## src/rtl/spfc_pkg.sv

```systemverilog
package spfc_pkg;

	// ****************************************************************
	// Register map and field positions
	// ****************************************************************
	localparam logic [1:0] SPFC_ADDR_CTRL     = 2'h0;
	localparam logic [1:0] SPFC_ADDR_FUSE     = 2'h1;
	localparam logic [1:0] SPFC_ADDR_BOOTLOCK = 2'h2;
	localparam logic [1:0] SPFC_ADDR_PTR      = 2'h3;
	localparam logic [7:0] SPFC_CTRL_RESET    = 8'h00;
	localparam logic [7:0] SPFC_LOCK_RESET    = 8'hff;
	localparam int SPFC_BIT_IE   = 7;
	localparam int SPFC_BIT_BUSY = 6;
	localparam int SPFC_BIT_SIG  = 5;
	localparam int SPFC_BIT_RWWE = 4;
	localparam int SPFC_BIT_LOCK = 3;
	localparam int SPFC_BIT_PGWR = 2;
	localparam int SPFC_BIT_PGER = 1;
	localparam int SPFC_BIT_EN   = 0;

	// ****************************************************************
	// Command patterns in the low five bits
	// ****************************************************************
	localparam logic [4:0] SPFC_CMD_REEN = 5'h11;
	localparam logic [4:0] SPFC_CMD_LOCK = 5'h09;
	localparam logic [4:0] SPFC_CMD_PGWR = 5'h05;
	localparam logic [4:0] SPFC_CMD_PGER = 5'h03;
	localparam logic [4:0] SPFC_CMD_FILL = 5'h01;
	localparam logic [4:0] SPFC_CMD_SIG  = 5'h21;

	// ****************************************************************
	// Geometry, vectors and timing
	// ****************************************************************
	localparam int SPFC_WORD_BITS = 6;
	localparam int SPFC_PAGE_BITS = 7;
	localparam int SPFC_PAGE_WORDS = 64;
	localparam logic [15:0] SPFC_APP_VECTOR  = 16'h0000;
	localparam logic [15:0] SPFC_BOOT_VECTOR = 16'h1800;
	localparam logic [SPFC_PAGE_BITS-1:0] SPFC_HALTING_SECTION_FIRST_PAGE = 7'h60;
	localparam int SPFC_STORE_WINDOW = 4;
	localparam int SPFC_LOAD_WINDOW  = 3;
	localparam real SPFC_CLK_MHZ   = 250.0;
	localparam real SPFC_PROG_US   = 4000.0;
	localparam int  SPFC_PROG_CYC  = int'(SPFC_PROG_US * SPFC_CLK_MHZ);
	localparam int  SPFC_LOCK_CYC  = 16;

	typedef enum logic [2:0] {
		SPFC_OP_NONE,
		SPFC_OP_FILL,
		SPFC_OP_ERASE,
		SPFC_OP_WRITE,
		SPFC_OP_LOCK,
		SPFC_OP_REEN
	} spfc_op_t;

	typedef struct packed {
		logic        store;
		logic        load;
		logic [15:0] ptr;
		logic [15:0] data;
	} spfc_cpu_t;

	typedef struct packed {
		logic                      go;
		logic                      erase;
		logic [SPFC_PAGE_BITS-1:0] page;
	} spfc_flash_t;

endpackage : spfc_pkg

```

## src/rtl/spfc_core.sv

```systemverilog
// Chosen here: the strobed register port and the address map.
`timescale 1ns/1ps

// ****************************************************************
// Self-programming flash sequencer
// ****************************************************************
// Function
// - Unprogrammed boot reset fuse starts at 0x0000, programmed starts at boot vector.
// - Fuses are inputs only; no CPU path alters them.
// - With hardware boot enabled, strap pin is sampled at reset release.
// - Strap low at release with hardware boot enabled selects boot vector.
// - Ready interrupt requested continuously while enabled and operation enable is clear.
// - Erase or write to READ_WHILE_WRITE_SECTION section sets busy flag and blocks its reads.
// - Busy flag clears on re-enable after programming, or when buffer load starts.
// - Re-enable command plus store within four cycles re-enables; ignored while busy.
// - Re-enable written during buffer load aborts it and discards buffered data.
// - Signature command: load within three cycles reads signature; store does nothing.
// - Lock command plus store programs boot lock bits from R0; bit auto-clears.
// - Load within three cycles after lock command returns lock or fuse by Z0.
// - Page write command plus store programs buffer into page; bit auto-clears.
// - Page erase command plus store erases page; bit auto-clears.
// - CPU is stalled during erase or write of a halting-section page.
// - Operation enable arms store for four cycles, then auto-clears.
// - Enable alone: store puts R1:R0 into buffer word by pointer, ignoring bit 0.
// - Operation enable stays set until erase or write finishes.
// - Only six command patterns start actions; other combinations start nothing, though bit 4 still clears the buffer.
// - Target address latched at start; pointer may change afterwards.
// - Low pointer bits pick word, high bits pick page; loads also use bit 0.
// - Temporary buffer clears after page write, re-enable and reset.
// - EEPROM write in progress blocks programming and fuse or lock reads.
module spfc_core #(
	parameter int PROG_CYC = spfc_pkg::SPFC_PROG_CYC
) (
	input  wire logic                  MCLK,
	input  wire logic                  ARST_N,
	input  wire logic [1:0]            REG_ADDR,
	input  wire logic [7:0]            REG_WDATA,
	input  wire logic                  REG_WR,
	input  wire logic                  REG_RD,
	output logic [7:0]                 REG_RDATA,
	input  wire spfc_pkg::spfc_cpu_t   CPU_REQ,
	input  wire logic                  GLOBAL_IE,
	input  wire logic                  EEPROM_BUSY,
	input  wire logic                  BOOT_RESET_FUSE,
	input  wire logic                  HARDWARE_BOOT_ENABLE_FUSE,
	input  wire logic                  BOOT_STRAP_PIN,
	input  wire logic [7:0]            FUSE_LOW,
	input  wire logic [7:0]            SIGNATURE_BYTE,
	output logic [15:0]                RESET_VECTOR,
	output logic                       RESET_VECTOR_VALID,
	output logic                       READY_IRQ,
	output logic                       CPU_STALL,
	output logic                       RWW_READ_BLOCK,
	output logic                       LOAD_VALID,
	output logic [7:0]                 LOAD_DATA,
	output spfc_pkg::spfc_flash_t      FLASH_CMD,
	output logic [15:0]                FLASH_WDATA,
	output logic [5:0]                 FLASH_WADDR
);
	import spfc_pkg::*;

	function automatic logic in_halting_section(input logic [SPFC_PAGE_BITS-1:0] page);
		in_halting_section = page >= SPFC_HALTING_SECTION_FIRST_PAGE;
	endfunction : in_halting_section

	logic [6:0]                ctrl_q;
	logic                      busy_q;
	logic [2:0]                win_q;
	logic                      run_q;
	logic [31:0]               cnt_q;
	logic                      halt_q;
	logic                      lock_op_q;
	logic                      page_op_q;
	logic [SPFC_PAGE_BITS-1:0] page_q;
	logic [7:0]                lock_q;
	logic [15:0]               ptr_sw_q;
	logic [15:0]               buf_q [SPFC_PAGE_WORDS];
	logic [SPFC_PAGE_WORDS-1:0] filled_q;
	logic                      boot_done_q;
	logic [4:0]                cmd;
	logic                      armed;
	logic                      wr_ctrl;
	logic                      store_ok;
	logic                      load_ok;
	logic                      buf_clear;
	logic [5:0]                widx;
	logic [SPFC_PAGE_BITS-1:0] zpage;

	assign cmd      = ctrl_q[4:0];
	assign armed    = ctrl_q[SPFC_BIT_EN] && !run_q;
	assign wr_ctrl  = REG_WR && REG_ADDR == SPFC_ADDR_CTRL;
	// Signature command shares the fill code in the low bits, so a store under it is dropped
	assign store_ok = armed && CPU_REQ.store && !EEPROM_BUSY && !wr_ctrl &&
		!ctrl_q[SPFC_BIT_SIG];
	assign load_ok  = armed && CPU_REQ.load && !EEPROM_BUSY && !wr_ctrl &&
		win_q < 3'(SPFC_LOAD_WINDOW);
	assign widx     = CPU_REQ.ptr[SPFC_WORD_BITS:1];
	assign zpage    = CPU_REQ.ptr[SPFC_WORD_BITS+SPFC_PAGE_BITS:SPFC_WORD_BITS+1];
	assign buf_clear = (store_ok && cmd == SPFC_CMD_PGWR) ||
		(store_ok && cmd == SPFC_CMD_REEN && !busy_q) ||
		(wr_ctrl && REG_WDATA[SPFC_BIT_RWWE]);

	// ****************************************************************
	// Boot vector selection
	// ****************************************************************
	// Fuses and strap are plain inputs, caught on the first clock after release
	always_ff @(posedge MCLK or negedge ARST_N) begin
		if (!ARST_N) begin
			boot_done_q        <= 1'b0;
			RESET_VECTOR       <= SPFC_APP_VECTOR;
			RESET_VECTOR_VALID <= 1'b0;
		end else if (!boot_done_q) begin
			boot_done_q        <= 1'b1;
			RESET_VECTOR_VALID <= 1'b1;
			if (!BOOT_RESET_FUSE || (!HARDWARE_BOOT_ENABLE_FUSE && !BOOT_STRAP_PIN)) begin
				RESET_VECTOR <= SPFC_BOOT_VECTOR;
			end else begin
				RESET_VECTOR <= SPFC_APP_VECTOR;
			end
		end
	end

	// ****************************************************************
	// Control register and arming window
	// ****************************************************************
	always_ff @(posedge MCLK or negedge ARST_N) begin
		if (!ARST_N) begin
			ctrl_q <= SPFC_CTRL_RESET[6:0];
			win_q  <= 3'h0;
		end else if (wr_ctrl) begin
			ctrl_q[6] <= REG_WDATA[SPFC_BIT_IE];
			if (EEPROM_BUSY || run_q) begin
				ctrl_q[5:0] <= ctrl_q[5:0];
			end else if (REG_WDATA[5:0] == {1'b1, SPFC_CMD_FILL} ||
				(!REG_WDATA[5] && (REG_WDATA[4:0] == SPFC_CMD_REEN ||
				REG_WDATA[4:0] == SPFC_CMD_LOCK || REG_WDATA[4:0] == SPFC_CMD_PGWR ||
				REG_WDATA[4:0] == SPFC_CMD_PGER || REG_WDATA[4:0] == SPFC_CMD_FILL))) begin
				ctrl_q[5:0] <= REG_WDATA[5:0];
				win_q       <= 3'h0;
			end
		end else if (run_q) begin
			if (cnt_q == 32'h0) begin
				ctrl_q[5:0] <= 6'h00;
			end
		end else if (ctrl_q[SPFC_BIT_EN]) begin
			if (store_ok && (cmd == SPFC_CMD_PGER || cmd == SPFC_CMD_PGWR ||
				cmd == SPFC_CMD_LOCK)) begin
				ctrl_q[5:0] <= ctrl_q[5:0];
			end else if (store_ok || load_ok ||
				win_q == 3'(SPFC_STORE_WINDOW - 1)) begin
				ctrl_q[5:0] <= 6'h00;
			end else begin
				win_q <= win_q + 3'h1;
			end
		end
	end

	// ****************************************************************
	// Flash operation timer and address latch
	// ****************************************************************
	always_ff @(posedge MCLK or negedge ARST_N) begin
		if (!ARST_N) begin
			run_q     <= 1'b0;
			cnt_q     <= 32'h0;
			halt_q    <= 1'b0;
			page_q    <= '0;
			lock_op_q <= 1'b0;
		end else if (run_q) begin
			if (cnt_q == 32'h0) begin
				run_q  <= 1'b0;
				halt_q <= 1'b0;
			end else begin
				cnt_q <= cnt_q - 32'h1;
			end
		end else if (store_ok && (cmd == SPFC_CMD_PGER || cmd == SPFC_CMD_PGWR)) begin
			run_q     <= 1'b1;
			lock_op_q <= 1'b0;
			cnt_q     <= 32'(PROG_CYC - 1);
			page_q    <= zpage;
			halt_q    <= in_halting_section(zpage);
		end else if (store_ok && cmd == SPFC_CMD_LOCK) begin
			run_q     <= 1'b1;
			lock_op_q <= 1'b1;
			cnt_q     <= 32'(SPFC_LOCK_CYC - 1);
		end
	end

	// ****************************************************************
	// Section busy, lock bits and pointer
	// ****************************************************************
	always_ff @(posedge MCLK or negedge ARST_N) begin
		if (!ARST_N) begin
			busy_q <= 1'b0;
		end else if (store_ok && (cmd == SPFC_CMD_PGER || cmd == SPFC_CMD_PGWR) &&
			!in_halting_section(zpage)) begin
			busy_q <= 1'b1;
		end else if (store_ok && (cmd == SPFC_CMD_FILL || cmd == SPFC_CMD_REEN)) begin
			busy_q <= 1'b0;
		end
	end

	// Lock bits only move toward programmed; only reset restores them to unprogrammed
	always_ff @(posedge MCLK or negedge ARST_N) begin
		if (!ARST_N) begin
			lock_q <= SPFC_LOCK_RESET;
		end else if (store_ok && cmd == SPFC_CMD_LOCK) begin
			lock_q <= lock_q & {2'h3, CPU_REQ.data[5:2], 2'h3};
		end
	end

	always_ff @(posedge MCLK or negedge ARST_N) begin
		if (!ARST_N) begin
			ptr_sw_q <= 16'h0000;
		end else if (CPU_REQ.store || CPU_REQ.load) begin
			ptr_sw_q <= CPU_REQ.ptr;
		end
	end

	// ****************************************************************
	// Temporary page buffer
	// ****************************************************************
	always_ff @(posedge MCLK or negedge ARST_N) begin
		if (!ARST_N) begin
			filled_q <= '0;
		end else if (buf_clear) begin
			filled_q <= '0;
		end else if (store_ok && cmd == SPFC_CMD_FILL) begin
			filled_q[widx] <= 1'b1;
		end
	end

	always_ff @(posedge MCLK) begin
		if (store_ok && cmd == SPFC_CMD_FILL) begin
			buf_q[widx] <= CPU_REQ.data;
		end
	end

	// ****************************************************************
	// Outputs to CPU and flash array
	// ****************************************************************
	always_ff @(posedge MCLK or negedge ARST_N) begin
		if (!ARST_N) begin
			LOAD_VALID <= 1'b0;
			LOAD_DATA  <= 8'h00;
		end else begin
			LOAD_VALID <= load_ok && (cmd == SPFC_CMD_LOCK || ctrl_q[5]);
			if (load_ok && ctrl_q[5]) begin
				LOAD_DATA <= SIGNATURE_BYTE;
			end else if (load_ok && cmd == SPFC_CMD_LOCK) begin
				LOAD_DATA <= CPU_REQ.ptr[0] ? lock_q : FUSE_LOW;
			end
		end
	end

	always_ff @(posedge MCLK or negedge ARST_N) begin
		if (!ARST_N) begin
			FLASH_CMD   <= '0;
			FLASH_WDATA <= 16'h0000;
			FLASH_WADDR <= 6'h00;
		end else begin
			FLASH_CMD.go    <= store_ok && (cmd == SPFC_CMD_PGER || cmd == SPFC_CMD_PGWR);
			FLASH_CMD.erase <= cmd == SPFC_CMD_PGER;
			FLASH_CMD.page  <= store_ok ? zpage : page_q;
			FLASH_WDATA     <= filled_q[widx] ? buf_q[widx] : 16'hffff;
			FLASH_WADDR     <= widx;
		end
	end

	always_ff @(posedge MCLK or negedge ARST_N) begin
		if (!ARST_N) begin
			READY_IRQ      <= 1'b0;
			CPU_STALL      <= 1'b0;
			RWW_READ_BLOCK <= 1'b0;
			REG_RDATA      <= 8'h00;
		end else begin
			READY_IRQ      <= ctrl_q[6] && GLOBAL_IE && !ctrl_q[SPFC_BIT_EN];
			CPU_STALL      <= (run_q && halt_q && cnt_q != 32'h0) ||
				(store_ok && (cmd == SPFC_CMD_PGER || cmd == SPFC_CMD_PGWR) &&
				in_halting_section(zpage));
			RWW_READ_BLOCK <= busy_q;
			REG_RDATA      <= 8'h00;
			if (REG_RD) begin
				unique case (REG_ADDR)
					SPFC_ADDR_CTRL:     REG_RDATA <= {ctrl_q[6], busy_q, ctrl_q[5:0]};
					SPFC_ADDR_FUSE:     REG_RDATA <= {6'h00, HARDWARE_BOOT_ENABLE_FUSE,
						BOOT_RESET_FUSE};
					SPFC_ADDR_BOOTLOCK: REG_RDATA <= lock_q;
					SPFC_ADDR_PTR:      REG_RDATA <= ptr_sw_q[7:0];
				endcase
			end
		end
	end

endmodule : spfc_core

```

## config.mk

```make
export PLATFORM = sky130hd
export DESIGN_NAME = spfc_core
export DESIGN_NICKNAME = d
export VERILOG_FILES = /design/src/rtl/spfc_pkg.sv /design/src/rtl/spfc_core.sv
export SDC_FILE = /design/constraint.sdc
export NUM_CORES = 1
export LEC_CHECK = 0
export BUFFER_PORTS_ARGS = -buffer_cell sky130_fd_sc_hd__buf_2
export CAP_MARGIN = 20
export CORE_ASPECT_RATIO = 1.5
export CORE_MARGIN = 3
export CORE_UTILIZATION = 40
export CTS_CLUSTER_SIZE = 16
export DETAILED_ROUTE_END_ITERATION = 10
export GPL_TIMING_DRIVEN = 0
export PLACE_DENSITY_LB_ADDON = 0.1
export SLEW_MARGIN = 20
export SYNTH_ARGS = -nofsm -noshare
export SYNTH_HDL_FRONTEND = slang
export SYNTH_SLANG_ARGS = --single-unit
export TNS_END_PERCENT = 10
```

## constraint.sdc

```tcl
create_clock -name MCLK -period 4 [get_ports MCLK]
set_clock_uncertainty 0.2 [all_clocks]
set_input_delay 0.8 -clock MCLK [delete_from_list [all_inputs] [get_ports MCLK]]
set_output_delay 0.8 -clock MCLK [all_outputs]
set_load 0.03 [all_outputs]
```

==> impl_metrics.toml <==
[synth]
synthCells = 2889
synth.yosys.seq_area_share_pct = 74.0
synth-edff-count = 1024
number_of_distinct_library_cells_after_synthesis = 90
synthDominantCellAreaShare_pct = 64.4
synth_async_sr_flop_share_pct = 15.1
mappedNetlistArea_um2 = 47700
synth.top_cells.by_area = "sky130_fd_sc_hd__edfxtp_1 (64%), sky130_fd_sc_hd__dfrtp_1 (9.3%), sky130_fd_sc_hd__mux2i_1 (4.4%)"
synthDominantAreaCellType = "sky130_fd_sc_hd__edfxtp_1"
avgSynthCellArea_um2 = 16.5
yosys_warnings = 0
ys_dominant_reg_cell = "sky130_fd_sc_hd__edfxtp_1"
ys_ff_latch = 1206

[layout]
post-route-cell-area_um2 = 56400
layout.cells.most_common = "sky130_fd_sc_hd__edfxtp_1"
most-common-layout-cells = "sky130_fd_sc_hd__edfxtp_1 (1,024), sky130_fd_sc_hd__mux2i_1 (208), sky130_fd_sc_hd__dfrtp_1 (178)"
syn_to_final_growth_pct = 18.1
post_route_cells_drive_above_1_share_pct = 24.1
nFillCells = 10100
nNetsFinal = 3289

[timing]
setup-violations-final = 200
max_slew.worst_pin.slew_ps = 1280
hold_slack_ps = 51.5
final_max_slew_viol_count = 0
fmax_mhz = 231
timing.final.hold_violations = 0
timing.final.crit_share_pct = 108
unrepaired_setup_endpoints_after_global_routing = "yes"
tns_ps = -15240
final.min_clock_period_ps = 4320
finalWorstSetupSlack_ps = -324
slew_headroom_pct = 14.4

[clock_tree]
clk_pin_slew_worst_paths_ps = 60
clock-root-buffer = "sky130_fd_sc_hd__clkbuf_16"
cts_tree = "built"
clkSinkCount = 1206
worstSkewPairLatency_ps = 740
h-tree-depth = 3
cts_inserted_buffers = 114
ctsLongestPathBuffers = 3

[worst_setup_path]
crit_fanout = 10
critical-path-slowest-cell = "sky130_fd_sc_hd__o21ai_0"
cp_data_required_time_ps = 4340
timing.critical_path.buf_inv = 7
worst-endpoint-arrival_ps = 4660
timing.critical_path.cells = "buf_2 > buf_4 > buf_6 > buf_6 > buf_6 > buf_4 > buf_4 > mux2i_1 > o22ai_1 > o21ai_0 > o2111a_1 > nand3_1"
criticalPathCategory = "in2reg"
worst-r2r-setup-slack_ps = 220
worst_setup_path_start_kind = "input pin"
worst_setup_path_end_kind = "flop"
critical-path-top-delay-family = "buffers and inverters"
cp_slowest_stage_delay_ps = 910

[detailed_routing]
iteration_0_drc_markers = 4058
detailedRoute.firstPassIterationCount = 6
wire_per_inst_um = 40.9
drc = 0
antenna_violating_nets_post_route = 0
route.final.wire_length_um = 200000
vias = 30500
drt-vias-per-instance = 6.25

[min_path]
holdCritPathClass = "in2reg"

[global_route]
grt_antenna_before_repair = 12
grt.overflow.total = 0
vias_in_the_first_global_route = 30200
groute.usage.overall_pct = 32.0
grt_pass1_wl_um = 263000
pin_count_of_the_biggest_net_entering_global_routing = 77

[place]
gp_congestion = 1.02
post-place-ws_ps = -2130
placement.cell_area_um2 = 51500
hpwlAfterDp_um = 132000
placement.io_buffers = 117

[floorplan]
floorplan.die_area_um2 = 124000
floorplan.io_pins = 137
rows = 154
die_w_um = 288
core_um2 = 118000
die-height_um = 429
initial_core_util_pct = 40.5

[pwr]
irDropWorstVdd_v = 0.000363
power.leakage_nw = 19.5
cellPowerDensity_nw_per_um2 = 485
report.power.total_mw = 27.3

[run]
drv.max_cap_violation_count = 0

[status]
failed_checks = "setup timing"
outcome = "finished, violations left"
cells in the mapped netlist, types with 12 or more instances:
cell,instances
sky130_fd_sc_hd__a21oi_1,134
sky130_fd_sc_hd__a221oi_1,83
sky130_fd_sc_hd__a22o_1,20
sky130_fd_sc_hd__a22oi_1,116
sky130_fd_sc_hd__a31oi_1,19
sky130_fd_sc_hd__and3_1,16
sky130_fd_sc_hd__buf_1,18
sky130_fd_sc_hd__buf_2,57
sky130_fd_sc_hd__buf_4,36
sky130_fd_sc_hd__clkbuf_1,67
sky130_fd_sc_hd__dfrtp_1,178
sky130_fd_sc_hd__edfxtp_1,1024
sky130_fd_sc_hd__inv_1,14
sky130_fd_sc_hd__mux2_2,87
sky130_fd_sc_hd__mux2i_1,210
sky130_fd_sc_hd__mux4_2,72
sky130_fd_sc_hd__nand2_1,106
sky130_fd_sc_hd__nand3_1,39
sky130_fd_sc_hd__nand4_1,12
sky130_fd_sc_hd__nor2_1,222
sky130_fd_sc_hd__nor2b_1,14
sky130_fd_sc_hd__nor3_1,17
sky130_fd_sc_hd__o211ai_1,12
sky130_fd_sc_hd__o21ai_0,82
sky130_fd_sc_hd__o22ai_1,55
path summary, 6_finish.rpt:
| check | startpoint | endpoint | depth (start not counted) |
|---|---|---|---|
| setup reg to reg | ctrl_q[0] | buf_q[17][13] | 7 |
| min in group asynchronous | ARST_N | cnt_q[18] | 2 |
| setup / recovery | CPU_REQ[18] | FLASH_WDATA[8] | 12 |
| hold / removal | CPU_REQ[20] | FLASH_WADDR[3] | 1 |
| hold reg to reg | boot_done_q | RESET_VECTOR_VALID | 1 |
| max in group asynchronous | ARST_N | lock_q[5] | 4 |
report_power, final:
group | internal (mW) | total [mW] | switching [mW] | leakage, nW
combinational | 0.519 | 2.09 | 1.57 | 6.10
clock | 6.54 | 11.5 | 4.92 | 1.92
sequential | 13.7 | 13.8 | 0.0564 | 11.5
total | 20.8 | 27.3 | 6.55 | 19.5
worst register-to-register path: cells and delay by family (launching register included):
family | cells | cell delay, ps
DFF | 1 | 520
and+or+nand+nor | 5 | 2060
buffers and inverters | 2 | 580
cell families after synthesis:
kind of cell	after synthesis	synth area share (%)
AO/OA/AOI/OAI	599	8.71
multiplexers	371	9.93
buffers and inverters	204	2.24
XOR/XNOR	8	0.147
adder cells (fa/ha/maj)	5	0.126
flip-flops	1206	74.0
other	2	0.0157
AND/OR/NAND/NOR	494	4.85
stage by stage:
stage | cells | utilization (%)
after global placement | 4579 | 42.7
after detailed placement | 4611 | 43.6
after CTS | 4870 | 47.6
after floorplan | 2902 | -
final | 4882 | 47.8
after global routing | 4877 | 47.8
what timing repair did:
| action | 4_1_cts | 5_1_grt |
|---|---|---|
| hold endpoints to repair | 44 | 0 |
| pin swaps | 34 | 6 |
| hold buffers | 4 | 0 |
| resized for setup | 63 | 31 |
| endpoints found under the setup margin | 1039 | 378 |
| cloned | 0 | 0 |
| buffers inserted | 39 | 4 |
flip-flops by register name, indices dropped and copies added, names as in the netlist:
name / cells
cnt_q: 32
FLASH_WDATA: 16
LOAD_DATA: 8
boot_done_q: 1
run_q: 1
REG_RDATA: 8
lock_q: 4
page_q: 7
LOAD_VALID: 1
halt_q: 1
filled_q: 64
ptr_sw_q: 8
RWW_READ_BLOCK: 1
win_q: 3
CPU_STALL: 1
RESET_VECTOR: 1
busy_q: 1
RESET_VECTOR_VALID: 1
buf_q: 1024
FLASH_CMD: 9
READY_IRQ: 1
ctrl_q: 7
FLASH_WADDR: 6
metal layers:
layer | GRT usage [%] | wire, µm | share of wire [%] | up-vias
met5 | 0 | 36 | 0.018 | -
met4 | 26.0 | 18900 | 9.5 | 6
met3 | 5.70 | 15800 | 7.9 | 577
met2 | 52.0 | 95300 | 48 | 1831
met1 | 37.1 | 69400 | 35 | 16000
li1 | - | - | - | 12100
layout make-up:
cell class	instances	area (µm²)	share of cell area (%)
clock inverter	67	751	1.33
inverter	15	56.3	0.0999
buffer	189	1160	2.05
sequential	1206	35300	62.6
multi-input combinational	1492	12000	21.3
tap	1560	1950	3.46
antenna	6	15.0	0.0266
timing repair buffer	198	1930	3.42
clock buffer	149	3170	5.62
No activity file was read; power rests on OpenSTA's default activity.
